--- config.mk ---
export PLATFORM = sky130hd
export DESIGN_NAME = gx_gpio_core
export DESIGN_NICKNAME = d
export VERILOG_FILES = /design/src/hw/gx_pkg.sv /design/src/hw/gx_edge_detect.sv /design/src/hw/gx_clk_out.sv /design/src/hw/gx_gpio_core.sv
export SDC_FILE = /design/constraint.sdc
export NUM_CORES = 1
export LEC_CHECK = 0
export BUFFER_PORTS_ARGS = -buffer_cell sky130_fd_sc_hd__buf_4
export CAP_MARGIN = 20
export CORE_MARGIN = 2
export CORE_UTILIZATION = 54
export CTS_CLUSTER_SIZE = 14
export DETAILED_ROUTE_END_ITERATION = 10
export PLACE_DENSITY_LB_ADDON = 0.2
export SETUP_SLACK_MARGIN = 0.5
export SLEW_MARGIN = 20
export SYNTH_ARGS = -nofsm -noshare
export SYNTH_HDL_FRONTEND = slang
export SYNTH_SLANG_ARGS = --single-unit
--- constraint.sdc ---
create_clock -name ref_clk -period 3.6 [get_ports ref_clk]
set_input_delay 0.72 -clock ref_clk [delete_from_list [all_inputs] [get_ports ref_clk]]
set_output_delay 0.72 -clock ref_clk [all_outputs]
set_load 0.02 [all_outputs]
--- src/hw/gx_pkg.sv ---
/*
  Shared constants, register map and state types of the GPIO expander core:
  edge sensing, interrupt flags, bank level shifter, oscillator and clock out.
  Assumes a single 20 MHz core clock and a synchronous active-high reset.
*/
// Operation
// - Two-bit edge sense for IO3..IO0, low register
// - Same encoding for IO7..IO4, high register
// - Mask 0 allows interrupt, resets all blocked
// - Unmasked matching edge sets interrupt-source bit if its dir bit is 1
// - Write one to source clears source and event
// - Interrupt pin low while any source set
// - Matching edge sets event-status bit
// - Write one to event clears event and source
// - Autoclear 0: data read clears all sources
// - Two-bit level shifter mode per bank pair
// - Source 00 stops oscillator and engines
// - Source 01 external pin, 10 internal 2MHz
// - Clock bit 4 sets shared pin direction
// - Divider 0 holds low, F holds high
// - Other divider n outputs core_osc_freq over 2^(n-1)
// - Misc bit 7 picks bank B fade curve
package gx_pkg;

  // Register offsets
  localparam logic [7:0] ADDR_POLARITY = 8'h06;
  localparam logic [7:0] ADDR_DIR = 8'h07;
  localparam logic [7:0] ADDR_DATA = 8'h08;
  localparam logic [7:0] ADDR_MASK = 8'h09;
  localparam logic [7:0] ADDR_SENSE_HI = 8'h0A;
  localparam logic [7:0] ADDR_SENSE_LO = 8'h0B;
  localparam logic [7:0] ADDR_SRC = 8'h0C;
  localparam logic [7:0] ADDR_EVT = 8'h0D;
  localparam logic [7:0] ADDR_SHIFTER = 8'h0E;
  localparam logic [7:0] ADDR_CLOCK = 8'h0F;
  localparam logic [7:0] ADDR_MISC = 8'h10;

  // Values after reset
  localparam logic [7:0] RST_DIR = 8'hFF;
  localparam logic [7:0] RST_DATA = 8'hFF;
  localparam logic [7:0] RST_MASK = 8'hFF;
  localparam logic [7:0] RST_ZERO = 8'h00;

  // Field positions
  localparam int CLK_SRC_LSB = 5;
  localparam int CLK_PIN_DIR_BIT = 4;
  localparam int MISC_FADE_B_BIT = 7;
  localparam int MISC_NOINC_BIT = 1;
  localparam int MISC_MANUAL_CLR_BIT = 0;

  // Encodings
  localparam logic [1:0] SENSE_RISE = 2'h1;
  localparam logic [1:0] SENSE_FALL = 2'h2;
  localparam logic [1:0] SENSE_BOTH = 2'h3;
  localparam logic [1:0] SRC_OFF = 2'h0;
  localparam logic [1:0] SRC_EXT = 2'h1;
  localparam logic [1:0] SRC_INT = 2'h2;
  localparam logic [3:0] DIV_LOW = 4'h0;
  localparam logic [3:0] DIV_HIGH = 4'hF;

  // Bus address, arbitrary value
  localparam logic [6:0] I2C_DEV_ADDR = 7'h3E;
  localparam logic [3:0] I2C_BYTE_BITS = 4'h8;

  // Timing: half period of the internal 2 MHz oscillator
  localparam int CLK_PERIOD_NS = 50;
  localparam int OSC_HALF_NS = 250;
  localparam int OSC_HALF_CYC = (OSC_HALF_NS + CLK_PERIOD_NS - 1) / CLK_PERIOD_NS;
  localparam int DIV_CNT_W = 14;
  localparam logic [2:0] ARM_DONE = 3'h7;

  typedef enum logic [8:0] {
    ST_IDLE = 9'h001,
    ST_ADDR = 9'h002,
    ST_ACK_A = 9'h004,
    ST_REG = 9'h008,
    ST_ACK_R = 9'h010,
    ST_WDATA = 9'h020,
    ST_ACK_W = 9'h040,
    ST_RDATA = 9'h080,
    ST_RACK = 9'h100
  } gx_i2c_state_t;

  typedef struct packed {
    logic [7:0] polarity;
    logic [7:0] dir;
    logic [7:0] data;
    logic [7:0] mask;
    logic [7:0] sense_hi;
    logic [7:0] sense_lo;
    logic [7:0] src;
    logic [7:0] evt;
    logic [7:0] shifter;
    logic [7:0] clock;
    logic [7:0] misc;
  } gx_regs_t;

  typedef struct packed {
    logic [7:0] s1;
    logic [7:0] s2;
    logic [7:0] prev;
    logic [7:0] evt;
    logic [2:0] armed;
  } gx_edge_t;

  typedef struct packed {
    logic s1;
    logic s2;
    logic prev;
    logic [2:0] pre;
    logic [DIV_CNT_W-1:0] cnt;
    logic lvl;
  } gx_div_t;

endpackage

--- src/hw/gx_edge_detect.sv ---
/*
  Per-IO edge detector: two-stage pin synchronizer, polarity inversion and
  edge match against the two-bit sense field of each IO.
  Assumes raw asynchronous pins and configuration from the core clock domain.
*/
`timescale 1ns/1ps
module gx_edge_detect import gx_pkg::*; (
  // Clock and reset
  input wire logic ref_clk,
  input wire logic sys_rst,
  // Pins and configuration
  input wire logic [7:0] io_pins,
  input wire logic [7:0] polarity,
  input wire logic [15:0] sense,
  // Results
  output logic [7:0] level,
  output logic [7:0] events
);

  gx_edge_t q;
  gx_edge_t n;
  logic [7:0] adj;
  logic [7:0] hit;

  function automatic logic sense_hit(input logic [1:0] mode, input logic cur, input logic old);
    sense_hit = ((mode == SENSE_RISE || mode == SENSE_BOTH) && cur && !old) ||
                ((mode == SENSE_FALL || mode == SENSE_BOTH) && !cur && old);
  endfunction

  assign adj = q.s2 ^ polarity;

  for (genvar i = 0; i < 8; i++) begin : g_bit
    assign hit[i] = sense_hit(sense[2*i+1 -: 2], adj[i], q.prev[i]);
  end

  always_comb begin
    n = q;
    n.s1 = io_pins;
    n.s2 = q.s1;
    n.prev = adj;
    n.armed = {q.armed[1:0], 1'h1};
    n.evt = (q.armed == ARM_DONE) ? hit : 8'h00;
  end

  always_ff @(posedge ref_clk) begin
    if (sys_rst) begin
      q <= '0;
    end else begin
      q <= n;
    end
  end

  assign level = q.prev;
  assign events = q.evt;

  property p_edge_seen;
    @(posedge ref_clk) disable iff (sys_rst)
      (q.armed == ARM_DONE && sense[1:0] == SENSE_RISE && adj[0] && !q.prev[0]) |=> events[0];
  endproperty
  a_edge_seen: assert property (p_edge_seen) else $error("rising edge on IO0 not reported");

endmodule

--- src/hw/gx_clk_out.sv ---
/*
  Oscillator selection and clock-out divider: internal 2 MHz tick or the
  synchronized external clock, divided by a power of two, or a static level.
  Assumes the external clock is much slower than the 20 MHz core clock.
*/
`timescale 1ns/1ps
module gx_clk_out import gx_pkg::*; (
  // Clock and reset
  input wire logic ref_clk,
  input wire logic sys_rst,
  // Configuration
  input wire logic [1:0] osc_src,
  input wire logic ext_ok,
  input wire logic [3:0] div,
  // Pins
  input wire logic ext_clock_in,
  output logic clock_out_pin
);

  gx_div_t q;
  gx_div_t n;
  logic tick;
  logic wrap;
  logic [DIV_CNT_W-1:0] limit;

  always_comb begin
    limit = DIV_CNT_W'((15'h0001 << (div - 4'h1)) - 15'h0001);
    tick = 1'h0;
    if (osc_src == SRC_INT) begin
      tick = (q.pre == 3'(OSC_HALF_CYC - 1));
    end else if (osc_src == SRC_EXT && ext_ok) begin
      tick = (q.s2 != q.prev);
    end
    wrap = tick && (q.cnt >= limit);
  end

  always_comb begin
    n = q;
    n.s1 = ext_clock_in;
    n.s2 = q.s1;
    n.prev = q.s2;
    if (osc_src != SRC_INT || q.pre == 3'(OSC_HALF_CYC - 1)) begin
      n.pre = 3'h0;
    end else begin
      n.pre = q.pre + 3'h1;
    end
    if (div == DIV_LOW) begin
      n.lvl = 1'h0;
      n.cnt = '0;
    end else if (div == DIV_HIGH) begin
      n.lvl = 1'h1;
      n.cnt = '0;
    end else if (wrap) begin
      n.lvl = !q.lvl;
      n.cnt = '0;
    end else if (tick) begin
      n.cnt = q.cnt + 14'h0001;
    end
  end

  always_ff @(posedge ref_clk) begin
    if (sys_rst) begin
      q <= '0;
    end else begin
      q <= n;
    end
  end

  assign clock_out_pin = q.lvl;

  property p_static_level;
    @(posedge ref_clk) disable iff (sys_rst)
      (div == DIV_LOW) |=> !clock_out_pin;
  endproperty
  a_static_level: assert property (p_static_level) else $error("clock out not held low");

  property p_static_high;
    @(posedge ref_clk) disable iff (sys_rst)
      (div == DIV_HIGH) |=> clock_out_pin;
  endproperty
  a_static_high: assert property (p_static_high) else $error("clock out not held high");

  property p_toggle_on_wrap;
    @(posedge ref_clk) disable iff (sys_rst)
      ($changed(clock_out_pin) && $past(div) != DIV_LOW && $past(div) != DIV_HIGH) |-> $past(wrap);
  endproperty
  a_toggle_on_wrap: assert property (p_toggle_on_wrap) else $error("clock out toggled off the divider");

endmodule

--- src/hw/gx_gpio_core.sv ---
/*
  GPIO expander core: two-wire register slave, edge event and interrupt
  flags, bank level shifter modes, oscillator and clock-out control.
  Assumes pins arrive raw from outside; the bus and IO pins are synchronized here.
*/
`timescale 1ns/1ps
module gx_gpio_core import gx_pkg::*; (
  // Clock and reset
  input wire logic ref_clk,
  input wire logic sys_rst,
  // Two-wire host bus
  input wire logic scl_pin,
  input wire logic sda_rx,
  output logic sda_drv,
  output logic sda_oe,
  // IO pins
  input wire logic [7:0] io_pins,
  // Open-drain interrupt pin
  output logic irq_out_low_drv,
  output logic irq_out_low_oe,
  // Shared oscillator pin
  input wire logic osc_shared_pin_rx,
  output logic osc_shared_pin_drv,
  output logic osc_shared_pin_oe,
  // Configuration to IO cells and engines
  output gx_regs_t cfg,
  output logic feature_en
);

  typedef struct packed {
    gx_regs_t regs;
    gx_i2c_state_t st;
    logic scl_s1;
    logic scl_s2;
    logic scl_prev;
    logic sda_s1;
    logic sda_s2;
    logic sda_prev;
    logic [7:0] shift;
    logic [3:0] cnt;
    logic rw;
    logic nack;
    logic [7:0] ptr;
    logic bus_oe;
    logic pin_oe;
    logic irq_oe;
    logic osc_run;
    logic od_low;
  } gx_core_t;

  gx_core_t q;
  gx_core_t n;

  logic [7:0] io_level;
  logic [7:0] edge_evt;
  logic [7:0] set_src;
  logic [7:0] rd_byte;
  logic [7:0] ptr_inc;
  logic [7:0] src_drop;
  logic [7:0] evt_drop;
  logic [7:0] clr_src;
  logic [7:0] clr_evt;
  logic scl_rise;
  logic scl_fall;
  logic bus_start;
  logic bus_stop;
  logic wr;
  logic load;
  logic autoclr;
  logic clk_level;

  ////////////////////////////////////////////////////////////////////////////
  // Edge sensing and clock out

  gx_edge_detect u_edge (
    .ref_clk(ref_clk),
    .sys_rst(sys_rst),
    .io_pins(io_pins),
    .polarity(q.regs.polarity),
    .sense({q.regs.sense_hi, q.regs.sense_lo}),
    .level(io_level),
    .events(edge_evt)
  );

  gx_clk_out u_clk (
    .ref_clk(ref_clk),
    .sys_rst(sys_rst),
    .osc_src(q.regs.clock[CLK_SRC_LSB+1:CLK_SRC_LSB]),
    .ext_ok(!q.regs.clock[CLK_PIN_DIR_BIT]),
    .div(q.regs.clock[3:0]),
    .ext_clock_in(osc_shared_pin_rx),
    .clock_out_pin(clk_level)
  );

  ////////////////////////////////////////////////////////////////////////////
  // Register read view

  function automatic logic [7:0] rd_mux(input gx_regs_t r, input logic [7:0] a, input logic [7:0] lvl);
    if (a == ADDR_POLARITY) begin
      rd_mux = r.polarity;
    end else if (a == ADDR_DIR) begin
      rd_mux = r.dir;
    end else if (a == ADDR_DATA) begin
      rd_mux = lvl;
    end else if (a == ADDR_MASK) begin
      rd_mux = r.mask;
    end else if (a == ADDR_SENSE_HI) begin
      rd_mux = r.sense_hi;
    end else if (a == ADDR_SENSE_LO) begin
      rd_mux = r.sense_lo;
    end else if (a == ADDR_SRC) begin
      rd_mux = r.src;
    end else if (a == ADDR_EVT) begin
      rd_mux = r.evt;
    end else if (a == ADDR_SHIFTER) begin
      rd_mux = r.shifter;
    end else if (a == ADDR_CLOCK) begin
      rd_mux = r.clock;
    end else if (a == ADDR_MISC) begin
      rd_mux = r.misc;
    end else begin
      rd_mux = 8'h00;
    end
  endfunction

  assign rd_byte = rd_mux(q.regs, q.ptr, io_level);
  assign ptr_inc = q.regs.misc[MISC_NOINC_BIT] ? q.ptr : q.ptr + 8'h01;
  assign set_src = edge_evt & ~q.regs.mask & q.regs.dir;
  assign src_drop = clr_src & ~set_src;
  assign evt_drop = clr_evt & ~edge_evt;

  ////////////////////////////////////////////////////////////////////////////
  // Next state

  always_comb begin
    n = q;
    wr = 1'h0;
    load = 1'h0;
    autoclr = 1'h0;
    clr_src = 8'h00;
    clr_evt = 8'h00;
    n.scl_s1 = scl_pin;
    n.scl_s2 = q.scl_s1;
    n.scl_prev = q.scl_s2;
    n.sda_s1 = sda_rx;
    n.sda_s2 = q.sda_s1;
    n.sda_prev = q.sda_s2;
    scl_rise = q.scl_s2 && !q.scl_prev;
    scl_fall = !q.scl_s2 && q.scl_prev;
    bus_start = q.scl_s2 && q.scl_prev && q.sda_prev && !q.sda_s2;
    bus_stop = q.scl_s2 && q.scl_prev && !q.sda_prev && q.sda_s2;

    if (bus_start) begin
      n.st = ST_ADDR;
      n.cnt = 4'h0;
      n.bus_oe = 1'h0;
    end else if (bus_stop) begin
      n.st = ST_IDLE;
      n.bus_oe = 1'h0;
    end else if (scl_rise) begin
      if (q.st == ST_RACK) begin
        n.nack = q.sda_s2;
      end else if (q.cnt < I2C_BYTE_BITS && q.st != ST_IDLE) begin
        n.cnt = q.cnt + 4'h1;
        if (q.st != ST_RDATA) begin
          n.shift = {q.shift[6:0], q.sda_s2};
        end
      end
    end else if (scl_fall) begin
      case (q.st)
        ST_ADDR: begin
          if (q.cnt == I2C_BYTE_BITS) begin
            if (q.shift[7:1] == I2C_DEV_ADDR) begin
              n.rw = q.shift[0];
              n.bus_oe = 1'h1;
              n.st = ST_ACK_A;
            end else begin
              n.st = ST_IDLE;
            end
          end
        end
        ST_ACK_A: begin
          n.cnt = 4'h0;
          if (q.rw) begin
            load = 1'h1;
          end else begin
            n.bus_oe = 1'h0;
            n.st = ST_REG;
          end
        end
        ST_REG: begin
          if (q.cnt == I2C_BYTE_BITS) begin
            n.ptr = q.shift;
            n.bus_oe = 1'h1;
            n.st = ST_ACK_R;
          end
        end
        ST_ACK_R, ST_ACK_W: begin
          n.cnt = 4'h0;
          n.bus_oe = 1'h0;
          n.st = ST_WDATA;
        end
        ST_WDATA: begin
          if (q.cnt == I2C_BYTE_BITS) begin
            wr = 1'h1;
            n.ptr = ptr_inc;
            n.bus_oe = 1'h1;
            n.st = ST_ACK_W;
          end
        end
        ST_RDATA: begin
          if (q.cnt == I2C_BYTE_BITS) begin
            n.bus_oe = 1'h0;
            n.st = ST_RACK;
          end else begin
            n.shift = {q.shift[6:0], 1'h0};
            n.bus_oe = !q.shift[6];
          end
        end
        ST_RACK: begin
          if (q.nack) begin
            n.bus_oe = 1'h0;
            n.st = ST_IDLE;
          end else begin
            load = 1'h1;
          end
        end
        default: begin
          n.bus_oe = 1'h0;
        end
      endcase
    end

    if (load) begin
      n.shift = rd_byte;
      n.bus_oe = !rd_byte[7];
      n.cnt = 4'h0;
      n.ptr = ptr_inc;
      n.st = ST_RDATA;
      autoclr = (q.ptr == ADDR_DATA) && !q.regs.misc[MISC_MANUAL_CLR_BIT];
    end

    if (wr) begin
      if (q.ptr == ADDR_POLARITY) begin
        n.regs.polarity = q.shift;
      end else if (q.ptr == ADDR_DIR) begin
        n.regs.dir = q.shift;
      end else if (q.ptr == ADDR_DATA) begin
        n.regs.data = q.shift;
      end else if (q.ptr == ADDR_MASK) begin
        n.regs.mask = q.shift;
      end else if (q.ptr == ADDR_SENSE_HI) begin
        n.regs.sense_hi = q.shift;
      end else if (q.ptr == ADDR_SENSE_LO) begin
        n.regs.sense_lo = q.shift;
      end else if (q.ptr == ADDR_SRC) begin
        clr_src = q.shift;
        clr_evt = q.shift;
      end else if (q.ptr == ADDR_EVT) begin
        clr_evt = q.shift;
        clr_src = q.shift;
      end else if (q.ptr == ADDR_SHIFTER) begin
        n.regs.shifter = q.shift;
      end else if (q.ptr == ADDR_CLOCK) begin
        n.regs.clock = q.shift;
      end else if (q.ptr == ADDR_MISC) begin
        n.regs.misc = q.shift;
      end
    end
    if (autoclr) begin
      clr_src = 8'hFF;
    end

    // A new edge wins over a clear in the same cycle
    n.regs.src = (q.regs.src & ~clr_src) | set_src;
    n.regs.evt = (q.regs.evt & ~clr_evt) | edge_evt;
    n.irq_oe = |n.regs.src;
    n.pin_oe = n.regs.clock[CLK_PIN_DIR_BIT];
    n.osc_run = (n.regs.clock[CLK_SRC_LSB+1:CLK_SRC_LSB] == SRC_EXT) ||
                (n.regs.clock[CLK_SRC_LSB+1:CLK_SRC_LSB] == SRC_INT);
    n.od_low = 1'h0;
  end

  always_ff @(posedge ref_clk) begin
    if (sys_rst) begin
      q <= '0;
      q.st <= ST_IDLE;
      q.regs.dir <= RST_DIR;
      q.regs.data <= RST_DATA;
      q.regs.mask <= RST_MASK;
      q.scl_s1 <= 1'h1;
      q.scl_s2 <= 1'h1;
      q.scl_prev <= 1'h1;
      q.sda_s1 <= 1'h1;
      q.sda_s2 <= 1'h1;
      q.sda_prev <= 1'h1;
    end else begin
      q <= n;
    end
  end

  ////////////////////////////////////////////////////////////////////////////
  // Outputs

  assign sda_drv = q.od_low;
  assign sda_oe = q.bus_oe;
  assign irq_out_low_drv = q.od_low;
  assign irq_out_low_oe = q.irq_oe;
  assign osc_shared_pin_drv = clk_level;
  assign osc_shared_pin_oe = q.pin_oe;
  assign cfg = q.regs;
  assign feature_en = q.osc_run;

  ////////////////////////////////////////////////////////////////////////////
  // Checks

  property p_irq_follows;
    @(posedge ref_clk) disable iff (sys_rst) irq_out_low_oe == (q.regs.src != RST_ZERO);
  endproperty
  a_irq_follows: assert property (p_irq_follows) else $error("interrupt pin not tracking sources");

  property p_evt_sets;
    @(posedge ref_clk) disable iff (sys_rst) (edge_evt != 8'h00) |=> ((q.regs.evt & $past(edge_evt)) == $past(edge_evt));
  endproperty
  a_evt_sets: assert property (p_evt_sets) else $error("edge did not set event flag");

  property p_src_sets;
    @(posedge ref_clk) disable iff (sys_rst) (set_src != 8'h00) |=> ((q.regs.src & $past(set_src)) == $past(set_src));
  endproperty
  a_src_sets: assert property (p_src_sets) else $error("unmasked edge did not set source flag");

  property p_masked_quiet;
    @(posedge ref_clk) disable iff (sys_rst)
      1'h1 |=> ((q.regs.src & ~$past(q.regs.src) & ($past(q.regs.mask) | ~$past(q.regs.dir))) == 8'h00);
  endproperty
  a_masked_quiet: assert property (p_masked_quiet) else $error("masked IO raised a source flag");

  property p_src_w1c;
    @(posedge ref_clk) disable iff (sys_rst) (src_drop != 8'h00) |=> ((q.regs.src & $past(src_drop)) == 8'h00);
  endproperty
  a_src_w1c: assert property (p_src_w1c) else $error("source flag survived its clear");

  property p_evt_w1c;
    @(posedge ref_clk) disable iff (sys_rst) (evt_drop != 8'h00) |=> ((q.regs.evt & $past(evt_drop)) == 8'h00);
  endproperty
  a_evt_w1c: assert property (p_evt_w1c) else $error("event flag survived its clear");

  property p_autoclear;
    @(posedge ref_clk) disable iff (sys_rst) (autoclr && set_src == 8'h00) |=> (q.regs.src == 8'h00) && !irq_out_low_oe;
  endproperty
  a_autoclear: assert property (p_autoclear) else $error("data read did not clear sources");

  property p_osc_off;
    @(posedge ref_clk) disable iff (sys_rst)
      (q.regs.clock[CLK_SRC_LSB+1:CLK_SRC_LSB] == SRC_OFF) [*2] |-> !feature_en;
  endproperty
  a_osc_off: assert property (p_osc_off) else $error("engines running with oscillator off");

  property p_pin_dir;
    @(posedge ref_clk) disable iff (sys_rst) ##1 osc_shared_pin_oe == $past(n.regs.clock[CLK_PIN_DIR_BIT]);
  endproperty
  a_pin_dir: assert property (p_pin_dir) else $error("shared pin direction mismatch");

endmodule

==> results <==
- The die span in y is ~140 um.
- In this run the tool buffered the top-level ports with 105 buffer cells.
- The minimum clock period is 3.11 ns.
- Entering global routing, the biggest net connects 46 pins.
- The critical-path maximum fanout is 5.
- The TritonCTS clock tree is done.
- Between clock sinks in the finished design, the worst skew comes to 0.00841 ns.
- The max capacitance violation total is 0.
- The sequential-to-total area share from yosys stat is between 30% and 40%.
- The count of flip-flops with a built-in enable after synthesis is 0.
- The analysis attributes to net switching a power of a little over 0.9 mW.
- In the final layout, flip-flops and latches occupy 0.00369 mm^2.
- STA puts the critical path data arrival time at between 3 and 4 ns.
- The number of storage elements in the synthesis netlist is about 180.
- The area of combinational cells with multiple inputs is 0.00525 mm^2.
- The cell count after synthesis is roughly 1200.
- The dominant cell by count in the synthesized netlist is sky130_fd_sc_hd__dfxtp_1.
- The floorplan has 49 rows.
- The post-synthesis area per instance is a little over 8 um^2.
- The cell sitting at the root of the clock tree is a sky130_fd_sc_hd__clkbuf_16.
- The internal power contribution is 3.12 mW.
- The core footprint is 0.0179 mm^2.
- Relative to the synthesized area, the layout overhead comes to 12.0%.
- VDD sags by at most 372 uV.
- The share of total power dissipated in sequential elements is 51.0%.
- The transition time at the pin with the least slew margin is 0.964 ns.
- In the final timing run, aggregate negative setup slack is 0 ns.
- The number of fill cells in the layout is 1601.
- The placed wire-length estimate is 20.3 mm.
- In this run, the combinational gates consume 2.6% of the power.
- The setup path with the least slack is of type reg -> reg.
- No sink is reached through more buffers than the 2 on the longest clock path.
- The leakage power figure is 4.21 nW.
- The count of pins over their slew limit is 0.
- The largest area contributor in the netlist is sky130_fd_sc_hd__dfxtp_1.
- Dividing the final minimum period by the clock period gives between 80 and 90%.
- The sum of routed wire length over all layers is between 20 and 30 mm.
- The deepest level of the CTS H-tree is 4.
- The final layout contains 1242 nets.
- The die width is 139 um.
- Measured against its own limit, the worst slew margin works out to 35.7%.
- The first global-routing pass estimated approximately 44 mm of wire.
- The detailed-routing iteration count for the pre-antenna-repair pass is 6.
- The path class of the tightest hold or removal check is reg -> reg.
- The number of unique standard cell types used by synthesis is 74.
- The clock network fraction of design power is ~46%.
- The number of warnings issued by yosys is 0.
- After clock tree synthesis, the clock-pin slew on the worst setup and hold paths is 0.07 ns.
- For this run, asynchronously set or reset flops after synthesis account for 0%.
- The via count of the first global-routing pass is just under 8000.
- In the synthesized netlist the dominant register cell turns out to be sky130_fd_sc_hd__dfxtp_1.
- The total CTS buffers is 17.
- In the routed layout, each cell is associated on average with a via count of 5.88.
- The post-layout instance count excluding filler cells is 1443.
- The kind of end point of the critical path is a flop.
- The count of nets left with antenna violations once routing finished came out at 0.
- After detailed routing, the average wire length per cell comes to 19.6 um.
- The number of antenna violations at the first check in global routing came to 0.
- Global routing finished with a remaining overflow of 0.
- The share of cells above drive strength 1 is 18.3%.
- Setup repair after global routing could not meet its margin everywhere.
- The power density relative to cell area is 367 mW/mm^2.
- The number of hold violations in the final report is 0.
- The cell area after technology mapping is 0.00984 mm^2.
- The total track usage is 28.6%.
- Derived from the worst setup path, the maximum achievable clock frequency is 322 MHz.
- The starting utilization of the core area is 55.0%.
- The synthesized design devotes to its leading area cell type 37.4% of total area.
- Including well taps, the total number of placed cells is roughly 1400.
- The DRC violation total after the first TritonRoute iteration is approximately 710.
- The detailed-route via count is 8488.
- The flow ran to the end, and the final reports show no timing, DRC or antenna violations.
- In this run the count of I/O pins placed on the die edge is 108.
- By area the synthesized netlist is led by sky130_fd_sc_hd__dfxtp_1, sky130_fd_sc_hd__buf_4, sky130_fd_sc_hd__nor2_1, sky130_fd_sc_hd__mux2i_1, sky130_fd_sc_hd__nand2_1.
- The total die area is between 0.015 and 0.02 mm^2.
- The latest clock arrival within the worst-skew pair is between 0.4 and 0.5 ns.
- Hold repair after CTS inserted 0 buffers.
- After detailed routing, the number of remaining DRC violations is 0.
- At the end of routability-driven placement, the weighted congestion stood at 0.945.
- Counting every sink on the clock net gives ~180.
- The startpoint type of the worst setup path is a flop.
- The commonest cells after synthesis are sky130_fd_sc_hd__dfxtp_1, sky130_fd_sc_hd__nor2_1, sky130_fd_sc_hd__nand2_1.
- The number of inserted diodes is 0.
- The data required time at the worst endpoint is 3.93 ns.
- Of the total power, the share spent switching nets is 22.9%.
- Setup violations remaining at the end of the flow were counted as 0.
## logic make-up (layout without fill, tap and decap cells)
kind of cell | after synthesis | in the layout | synth area share [%]
AOI/OAI and AO/OA | 208 | 209 | 14.4
adders and majority gates | 28 | 28 | 3.56
muxes | 63 | 63 | 6.42
other | 1 | 2 | 0.0381
DFF | 184 | 184 | 37.4
buffers and inverters | 189 | 205 | 10.8
xor gates and xnor gates | 33 | 33 | 2.94
and+or+nand+nor | 490 | 490 | 24.4
## metal layers
metal  GRT usage, %  share of wire, %  vias up
li1               -                 -     4091
met1           40.3                45     3952
met2           41.6                43      370
met3           6.11               8.1       75
met4           13.6               4.4        0
met5              0                 0        -
## sequential cells by signal, indices dropped and copies added (netlist names)
register and count:
irq_out_low_oe 1, u_clk.q 18, q 33, u_edge.level 8
u_clk.n 2, u_clk.clock_out_pin 1, u_edge.events 8, feature_en 1
u_edge.q 9, sda_oe 1, cfg 88, n 4
u_edge.n 10
## cell type report
| class | count | share of cell area [%] |
|---|---|---|
| Tap cell | 229 | 2.60 |
| Sequential cell | 184 | 33.5 |
| Multi-Input combinational cell | 825 | 47.7 |
| Clock buffer | 19 | 3.93 |
| Inverter | 30 | 1.02 |
| Clock inverter | 13 | 1.32 |
| Timing Repair Buffer | 143 | 10.0 |
## critical path: stages, from the launching register on
cell and delay (ns):
sky130_fd_sc_hd__dfxtp_2 0.32, sky130_fd_sc_hd__or2_4 0.28, sky130_fd_sc_hd__nor2_4 0.13, sky130_fd_sc_hd__nand2_2 0.08, sky130_fd_sc_hd__ha_4 0.20, sky130_fd_sc_hd__nor3b_4 0.22, sky130_fd_sc_hd__a22oi_2 0.11, sky130_fd_sc_hd__ha_1 0.34
sky130_fd_sc_hd__a2111oi_4 0.40, sky130_fd_sc_hd__o221ai_2 0.18, sky130_fd_sc_hd__a221oi_2 0.23, sky130_fd_sc_hd__buf_4 0.18, sky130_fd_sc_hd__nor3_1 0.05, sky130_fd_sc_hd__o31a_1 0.27
## timing repair
item                       CTS  global route
gates resized for setup      9            20
hold endpoints to repair     0             0
gates cloned                 0             1
pin swaps                    5            19
buffers inserted             3             5
setup endpoints to repair   21            19
## worst paths after layout
check	start	endpoint	slack [ns]	depth (start not counted)
max	cfg[10]$_SDFFE_PP0P_	u_clk.clock_out_pin$_SDFFE_PP0P_	0.49	13
min	n[28]$_SDFF_PP1_	n[27]$_SDFF_PP1_	0.41	1
max reg2reg	cfg[10]$_SDFFE_PP0P_	u_clk.clock_out_pin$_SDFFE_PP0P_	0.49	13
min reg2reg	n[28]$_SDFF_PP1_	n[27]$_SDFF_PP1_	0.41	1
## layout by cell type, fill, tap and decap left out, types with 14 or more instances in the layout
master / count
sky130_fd_sc_hd__clkbuf_16: 17
sky130_fd_sc_hd__a21oi_1: 42
sky130_fd_sc_hd__ha_1: 26
sky130_fd_sc_hd__a31oi_1: 20
sky130_fd_sc_hd__nand3_1: 39
sky130_fd_sc_hd__mux2i_1: 62
sky130_fd_sc_hd__nor2b_1: 27
sky130_fd_sc_hd__buf_4: 140
sky130_fd_sc_hd__inv_1: 30
sky130_fd_sc_hd__o21ai_0: 32
sky130_fd_sc_hd__nor2_1: 167
sky130_fd_sc_hd__dfxtp_1: 182
sky130_fd_sc_hd__nor3_1: 24
sky130_fd_sc_hd__xnor2_1: 18
sky130_fd_sc_hd__a211oi_1: 14
sky130_fd_sc_hd__xor2_1: 15
sky130_fd_sc_hd__nand2_1: 122
## power groups by stage
stage	Clock, mW	Combinational, mW	Sequential (mW)
after floorplan	0	0.0713	2.11
after global placement	0	0.102	2.11
after detailed placement	0	0.103	2.11
after CTS	1.89	0.103	2.06
after global routing	1.98	0.114	2.07
final	1.88	0.104	2.06
## metrics by stage
| step | power, mW | hold slack, ns | worst slack, ns | area [um^2] | utilization (%) |
|---|---|---|---|---|---|
| after floorplan | 2.18 | 0.389 | 0.509 | 9880 | - |
| after global placement | 2.21 | 0.395 | 0.433 | 10200 | 57.1 |
| after detailed placement | 2.21 | 0.397 | 0.316 | 10200 | 57.1 |
| after CTS | 4.05 | 0.416 | 0.507 | 10900 | 60.7 |
| after global routing | 4.16 | 0.447 | 0.352 | 11000 | 61.5 |
| final | 4.05 | 0.412 | 0.492 | 11000 | 61.5 |
Note: power is estimated with default switching activity, not from simulation.
